**config.mk**
```make
export PLATFORM = sky130hd
export DESIGN_NAME = brc_ctrl
export DESIGN_NICKNAME = d
export VERILOG_FILES = /design/src/pkg/brc_pkg.sv /design/src/pkg/brc_sync_if.sv /design/src/hdl/brc_ctrl.sv /design/src/hdl/brc_sync.sv
export SDC_FILE = /design/constraint.sdc
export NUM_CORES = 1
export LEC_CHECK = 0
export ABC_AREA = 1
export BUFFER_PORTS_ARGS = -buffer_cell sky130_fd_sc_hd__buf_4
export CORE_MARGIN = 1
export CORE_UTILIZATION = 45
export DETAILED_ROUTE_END_ITERATION = 6
export HOLD_SLACK_MARGIN = 0.1
export PLACE_DENSITY = 0.76
export SETUP_SLACK_MARGIN = 0.5
export SLEW_MARGIN = 20
export SYNTH_ARGS = -nofsm -noshare
export SYNTH_HDL_FRONTEND = slang
export SYNTH_SLANG_ARGS = --single-unit
```
**constraint.sdc**
```tcl
create_clock -name mclk -period 1.6 [get_ports mclk]
set_input_delay 0.32 -clock mclk [delete_from_list [all_inputs] [get_ports mclk]]
set_output_delay 0.32 -clock mclk [all_outputs]
set_load 0.02 [all_outputs]
```
**src/pkg/brc_pkg.sv**
```systemverilog
// Package for the bit RAM host controller: pin widths, timing figures and cycle counts.
// Assumes a 200 MHz mclk.
package brc_pkg;
	localparam int ADDR_W     = 8;
	localparam int CELLS      = 256;
	localparam int CE_N       = 3;
	localparam int CLK_PS     = 5000;
	// Least times in ns for the write cycle and read access.
	localparam int T_WSA_NS   = 15;
	localparam int T_WSC_NS   = 10;
	localparam int T_WP_NS    = 30;
	localparam int T_WSD_NS   = 40;
	localparam int T_WHA_NS   = 5;
	localparam int T_WHD_NS   = 5;
	localparam int T_WHC_NS   = 5;
	localparam int T_AA_NS    = 50;
	localparam int T_CD_NS    = 40;
	localparam int CNT_W      = 5;
	localparam int T_SET_NS   = (T_WSA_NS > T_WSC_NS) ? T_WSA_NS : T_WSC_NS;
	localparam int T_PULSE_NS = (T_WP_NS > T_WSD_NS) ? T_WP_NS : T_WSD_NS;
	localparam int T_HOLD_NS  = (T_WHA_NS > T_WHD_NS) ? ((T_WHA_NS > T_WHC_NS) ? T_WHA_NS : T_WHC_NS)
		: ((T_WHD_NS > T_WHC_NS) ? T_WHD_NS : T_WHC_NS);
	localparam logic [CNT_W-1:0] SET_CYC   = CNT_W'((T_SET_NS * 1000 + CLK_PS - 1) / CLK_PS);
	localparam logic [CNT_W-1:0] PULSE_CYC = CNT_W'((T_PULSE_NS * 1000 + CLK_PS - 1) / CLK_PS);
	localparam logic [CNT_W-1:0] HOLD_CYC  = CNT_W'((T_HOLD_NS * 1000 + CLK_PS - 1) / CLK_PS);
	localparam logic [CNT_W-1:0] ACC_CYC   = CNT_W'((T_AA_NS * 1000 + CLK_PS - 1) / CLK_PS);
	localparam logic [CNT_W-1:0] OFF_CYC   = CNT_W'((T_CD_NS * 1000 + CLK_PS - 1) / CLK_PS);
	// Margin for the three-stage pin synchroniser.
	localparam logic [CNT_W-1:0] SYNC_CYC  = CNT_W'(3);
	localparam logic [CNT_W-1:0] CNT_ONE   = CNT_W'(1);
	localparam logic [CNT_W-1:0] CNT_ZERO  = CNT_W'(0);
	localparam logic [CE_N-1:0]  CE_ON     = 3'h0;
	localparam logic [CE_N-1:0]  CE_OFF    = 3'h7;
	typedef enum logic [2:0] {ST_IDLE, ST_SETUP, ST_PULSE, ST_HOLD, ST_ACCESS, ST_RECOVER} brc_state_t;
endpackage

```
**src/pkg/brc_sync_if.sv**
```systemverilog
// Interface between the controller and its pin synchroniser.
// Assumes both ends share mclk.
`timescale 1ns/1ps
interface brc_sync_if;
	logic rawIn;
	logic syncOut;
	modport src (output rawIn, input syncOut);
	modport snk (input rawIn, output syncOut);
endinterface

```
**src/hdl/brc_ctrl.sv**
```systemverilog
// Host controller that reads and writes a 256 x 1 asynchronous RAM with an inverting three-state output.
// Assumes a 200 MHz mclk and that the RAM pins are wired straight to the ports below.
// Summary of operation
// - Address is stable and valid before the write strobe pulse begins.
// - Chip selects are asserted before the write strobe pulse begins.
// - Data input is valid before the write strobe pulse ends.
// - Data input stays valid until after the write strobe pulse ends.
// - Address stays stable until the write strobe pulse has ended.
// - Chip selects stay asserted until the write strobe pulse has ended.
`timescale 1ns/1ps
module brc_ctrl
	import brc_pkg::*;
(
	input  wire logic                       mclk,
	input  wire logic                       resetn,
	input  wire logic                       clkEn,
	input  wire logic                       reqValid,
	output logic                            reqReady,
	input  wire logic                       reqWrite,
	input  wire logic [brc_pkg::ADDR_W-1:0] reqAddr,
	input  wire logic                       reqData,
	output logic                            rspValid,
	output logic                            rspData,
	output logic                            wrCheckErr,
	output logic [brc_pkg::ADDR_W-1:0]      ramAddr,
	output logic [brc_pkg::CE_N-1:0]        ramCeN,
	output logic                            ramWeN,
	output logic                            ramDin,
	input  wire logic                       ramDoutN
);
	import brc_pkg::*;
	logic rst1_q, rstN_q;
	logic rst1_d, rstN_d;

	always_comb begin
		rst1_d = 1'b1;
		rstN_d = rst1_q;
	end

	always_ff @(posedge mclk or negedge resetn) begin
		if (!resetn) begin
			rst1_q <= 1'b0;
			rstN_q <= 1'b0;
		end else begin
			rst1_q <= rst1_d;
			rstN_q <= rstN_d;
		end
	end

	brc_sync_if sif ();
	assign sif.rawIn = ramDoutN;
	brc_sync u_sync (
		.mclk  (mclk),
		.rstN  (rstN_q),
		.clkEn (clkEn),
		.sif   (sif)
	);

	brc_state_t                 state_q, state_d;
	logic [CNT_W-1:0]           cnt_q, cnt_d;
	logic                       isWrite_q, isWrite_d;
	logic [ADDR_W-1:0]          addr_q, addr_d;
	logic [CE_N-1:0]            ce_q, ce_d;
	logic                       we_q, we_d;
	logic                       din_q, din_d;
	logic                       rspValid_q, rspValid_d;
	logic                       rspData_q, rspData_d;
	logic                       err_q, err_d;
	logic                       cntDone;

	assign cntDone = (cnt_q == CNT_ONE);

	always_comb begin
		state_d    = state_q;
		cnt_d      = (cnt_q != CNT_ZERO) ? cnt_q - CNT_ONE : CNT_ZERO;
		isWrite_d  = isWrite_q;
		addr_d     = addr_q;
		ce_d       = ce_q;
		we_d       = we_q;
		din_d      = din_q;
		if (clkEn) begin
			case (state_q)
				ST_IDLE: begin
					if (reqValid) begin
						addr_d    = reqAddr;
						din_d     = reqData;
						isWrite_d = reqWrite;
						ce_d      = CE_ON;
						we_d      = 1'b1;
						if (reqWrite) begin
							state_d = ST_SETUP;
							cnt_d   = SET_CYC;
						end else begin
							state_d = ST_ACCESS;
							cnt_d   = ACC_CYC + SYNC_CYC;
						end
					end
				end
				ST_SETUP: begin
					if (cntDone) begin
						we_d    = 1'b0;
						state_d = ST_PULSE;
						cnt_d   = PULSE_CYC + SYNC_CYC;
					end
				end
				ST_PULSE: begin
					if (cntDone) begin
						we_d    = 1'b1;
						state_d = ST_HOLD;
						cnt_d   = HOLD_CYC;
					end
				end
				ST_HOLD: begin
					if (cntDone) begin
						ce_d    = CE_OFF;
						state_d = ST_RECOVER;
						cnt_d   = OFF_CYC;
					end
				end
				ST_ACCESS: begin
					if (cntDone) begin
						ce_d       = CE_OFF;
						state_d    = ST_RECOVER;
						cnt_d      = OFF_CYC;
					end
				end
				ST_RECOVER: begin
					if (cntDone) begin
						state_d    = ST_IDLE;
					end
				end
				default: begin
					state_d = ST_IDLE;
				end
			endcase
		end else begin
			cnt_d = cnt_q;
		end
	end

	always_ff @(posedge mclk or negedge rstN_q) begin
		if (!rstN_q) begin
			state_q    <= ST_IDLE;
			cnt_q      <= CNT_ZERO;
			isWrite_q  <= 1'b0;
			addr_q     <= '0;
			ce_q       <= CE_OFF;
			we_q       <= 1'b1;
			din_q      <= 1'b0;
		end else begin
			state_q    <= state_d;
			cnt_q      <= cnt_d;
			isWrite_q  <= isWrite_d;
			addr_q     <= addr_d;
			ce_q       <= ce_d;
			we_q       <= we_d;
			din_q      <= din_d;
		end
	end

	// Response pulses hold while clkEn is low so that a frozen host does not lose them.
	always_comb begin
		rspValid_d = 1'b0;
		rspData_d  = rspData_q;
		err_d      = 1'b0;
		if (!clkEn) begin
			rspValid_d = rspValid_q;
			err_d      = err_q;
		end else if (cntDone) begin
			case (state_q)
				ST_PULSE: begin
					err_d = (sif.syncOut == din_q);
				end
				ST_ACCESS: begin
					rspValid_d = 1'b1;
					rspData_d  = ~sif.syncOut;
				end
				ST_RECOVER: begin
					rspValid_d = isWrite_q;
				end
				default: begin
					rspValid_d = 1'b0;
				end
			endcase
		end
	end

	always_ff @(posedge mclk or negedge rstN_q) begin
		if (!rstN_q) begin
			rspValid_q <= 1'b0;
			rspData_q  <= 1'b0;
			err_q      <= 1'b0;
		end else begin
			rspValid_q <= rspValid_d;
			rspData_q  <= rspData_d;
			err_q      <= err_d;
		end
	end

	assign reqReady   = (state_q == ST_IDLE) && clkEn && rstN_q;
	assign rspValid   = rspValid_q;
	assign rspData    = rspData_q;
	assign wrCheckErr = err_q;
	assign ramAddr    = addr_q;
	assign ramCeN     = ce_q;
	assign ramWeN     = we_q;
	assign ramDin     = din_q;
endmodule

```
**src/hdl/brc_sync.sv**
```systemverilog
// Three-stage synchroniser for the memory's data output pin.
// Assumes an active-low asynchronous reset already released in the mclk domain.
`timescale 1ns/1ps
module brc_sync (
	input  wire logic mclk,
	input  wire logic rstN,
	input  wire logic clkEn,
	brc_sync_if.snk   sif
);
	logic s1_q, s2_q, s3_q, out_q;
	logic s1_d, s2_d, s3_d, out_d;
	always_comb begin
		s1_d  = clkEn ? sif.rawIn : s1_q;
		s2_d  = clkEn ? s1_q : s2_q;
		s3_d  = clkEn ? s2_q : s3_q;
		out_d = (clkEn && (s2_q == s3_q)) ? s3_q : out_q;
	end
	always_ff @(posedge mclk or negedge rstN) begin
		if (!rstN) begin
			s1_q  <= 1'b0;
			s2_q  <= 1'b0;
			s3_q  <= 1'b0;
			out_q <= 1'b0;
		end else begin
			s1_q  <= s1_d;
			s2_q  <= s2_d;
			s3_q  <= s3_d;
			out_q <= out_d;
		end
	end
	assign sif.syncOut = out_q;
endmodule

```
==> metrics.txt <==
Core Box Area 3390 um2; Synth Warn # 0; die area ~3800 um2; max_cap viols 0; post-detailed-route count of antenna-violating nets 0; Finish-stage setup viols 0; Worst Hold Class primary input to flip-flop; number of remaining DRC errors 0; buffers added on ports 31; Die X 61.9 um; Cells after Synth 211; status finished, final reports clean; DRT met1 WL approximately 1.9 mm; number of synthesized register bits 29; PD cells between 2000 and 2500 nW/um2; grt ovf 0; FP Rows 21; Seq/Total Area, Yosys 45.0%; synthesized area roughly 1600 um2; library cells used by synthesis 30; Final Wtd Congestion 0.945; Pwr Total a little under 5 mW; CP Max Fanout 2; post-DR vias/cell approximately 5; Hold Fails Final Rpt 0; RSZ-0062 raised after global routing true; GRT Total Usage about a quarter; Clock Tree Buf Depth 2; initial antenna violation count 0; vias roughly 1600; Clk Latency, worst-skew pair 0.32 ns; final worst-path cycle share around 93%; Worst Skew 0.0107 ns; Synthesized Nets around 230; nets approximately 290; share of the synthesized area in the top cell type between 40% and 50%; Mean Syn Cell Area roughly 7.7 um2; wire length on met2 2.15 mm; CTS H-tree depth 2; crit end category output port; fin crit period around 1.5 ns; data arrival time of the critical path between 1 and 1.5 ns; Largest register FFs 8; clock-pin transition on the worst setup and hold timing paths ~0.10 ns; top cells by area, synth dfrtp_1, nand2_1, nand3_1; DRT iter0 DRCs ~110; Leakage approximately 1.2 nW; antenna cells 0; drt pass-1 iters 4; Slew Viols, Final 0; VDD IR max around 1.1 mV; total CTS buffers 5; Starting Density 47.7%; wire per inst about 14 um; first-pass GRT wire length 6.48 mm; Post-DP HPWL 2.56 mm; area leader, netlist dfrtp_1; share of cells above drive strength 1 a little under half; CP Launch Type flip-flop; vias in the first global route approximately 1400; Req. time, crit path 1.28 ns; IO Pins 32; clk sink count 29; Final TNS setup 0 ns; met3 wire length about 320 um; drt total wl 4.36 mm; clock root buffer clkbuf_4; largest net degree at the start of global routing 28; Area Growth Syn to Fin 48.4%; DR top layer met4; die height 61.9 um; Fmax around 0.67 GHz; Crit Path Category flip-flop to output port; CTS tree yes
[cells in the mapped netlist, drive strengths merged]
| cell type | n |
|---|---|
| nand2 | 90 |
| dfrtp | 27 |
| inv | 22 |
| nand3 | 18 |
| nor2 | 16 |
| o21ai | 11 |
| a21oi | 8 |
| buf | 4 |
| ha | 3 |
| dfstp | 2 |
| o211ai | 2 |
| o22ai | 2 |
| a22oi | 1 |
| clkbuf | 1 |
| conb | 1 |
| nand4 | 1 |
| o31ai | 1 |
| xor2 | 1 |
[worst paths after layout]
| check | from | to | slack, ns | cells after the start |
|---|---|---|---|---|
| setup / recovery | state_q[1] | reqReady | 0.11 | 4 |
| hold / removal | reqAddr[6] | ramAddr[6] | 0.19 | 3 |
| setup reg to reg | state_q[1] | ramCeN[1] | 0.15 | 8 |
| hold reg to reg | rstN_q | cnt_q[2] | 0.31 | 1 |
| max in group asynchronous | rstN_q | ramCeN[1] | 0.98 | 1 |
| min in group asynchronous | resetn | rstN_q | 0.31 | 2 |
[per-stage QoR]
| stage | setup slack, ns | area (um2) | std cells | util, % | hold WS, ns |
|---|---|---|---|---|---|
| after CTS | 0.0818 | 2280 | 313 | 67.4 | 0.173 |
| final | 0.106 | 2400 | 320 | 70.8 | 0.190 |
| after global placement | 0.106 | 1920 | 286 | 56.7 | 0.104 |
| after detailed placement | 0.0947 | 1920 | 286 | 56.7 | 0.104 |
| after global routing | 0.0447 | 2400 | 320 | 70.8 | 0.177 |
| after floorplan | 0.345 | 1650 | 211 | - | 0.0244 |
[what timing repair did]
| item | 4_1_cts | 5_1_grt |
|---|---|---|
| endpoints found under the hold margin | 2 | 0 |
| hold buffers | 1 | 0 |
| setup buffers | 17 | 7 |
| gates cloned | 1 | 0 |
| resized for setup | 48 | 18 |
| pin swaps | 10 | 8 |
| setup endpoints to repair | 40 | 40 |
[cell families (layout without fill, tap and decap cells)]
group | Yosys count | count (layout) | synth area share (%)
AOI/OAI and AO/OA | 25 | 25 | 9.21
xor gates and xnor gates | 1 | 1 | 0.542
and+or+nand+nor | 125 | 126 | 35.1
other | 1 | 1 | 0.232
buffers and inverters | 27 | 89 | 7.58
adders and majority gates | 3 | 3 | 2.32
DFF | 29 | 29 | 45.0
[metal layers]
layer  vias up  global-route usage (%)
li1        792                       -
met1       754                    32.2
met2        71                    36.4
met3         8                    5.59
met4         0                    9.52
met5         -                       0
[report_power, final]
group	internal, mW	switching, mW	total, mW
Combinational	1.38	1.75	3.13
Clock	0.165	0.267	0.433
Sequential	1.03	0.245	1.28
[area by class of cell]
type	count	area (um2)
clock buffers	5	37.5
clock inverters	3	17.5
fillers	244	991
inverters	22	95.1
multi-input cells	156	930
flip-flops and latches	29	737
well taps	46	57.6
repair buffers	59	524
[critical path: stages, from the launching register on]
cell and delay, ns:
dfrtp_2 0.43, nor2_4 0.14, nand2_4 0.08, nor2_4 0.08, buf_6 0.12
[placed cells by master (no fill, tap or decap)]
cell           netlist  routed
a21oi_1              6       5
a21oi_2              2       3
a22oi_1              1       1
buf_4                2      37
buf_6                1      21
clkbuf_4             0       5
clkinv_2             0       2
clkinvlp_4           0       1
conb_1               1       1
dfrtp_1             27      22
dfrtp_2              0       4
dfrtp_4              0       1
dfstp_2              2       2
dlygate4sd3_1        0       1
ha_2                 0       1
ha_4                 0       2
inv_1               17       9
inv_2                3      10
inv_4                2       1
inv_6                0       2
nand2_1             83      76
nand2_2              5       8
nand2_4              2       6
nand3_1             16      11
nand3_2              0       4
nand3_4              2       4
nand4_1              1       1
nor2_1              12       8
nor2_2               2       2
nor2_4               2       6
o211ai_1             2       2
o21ai_0              9       5
o21ai_1              1       4
o21ai_2              1       2
o22ai_1              2       1
o22ai_2              0       1
o31ai_2              0       1
xor2_1               1       1
Note: power is estimated with default switching activity, not from simulation.
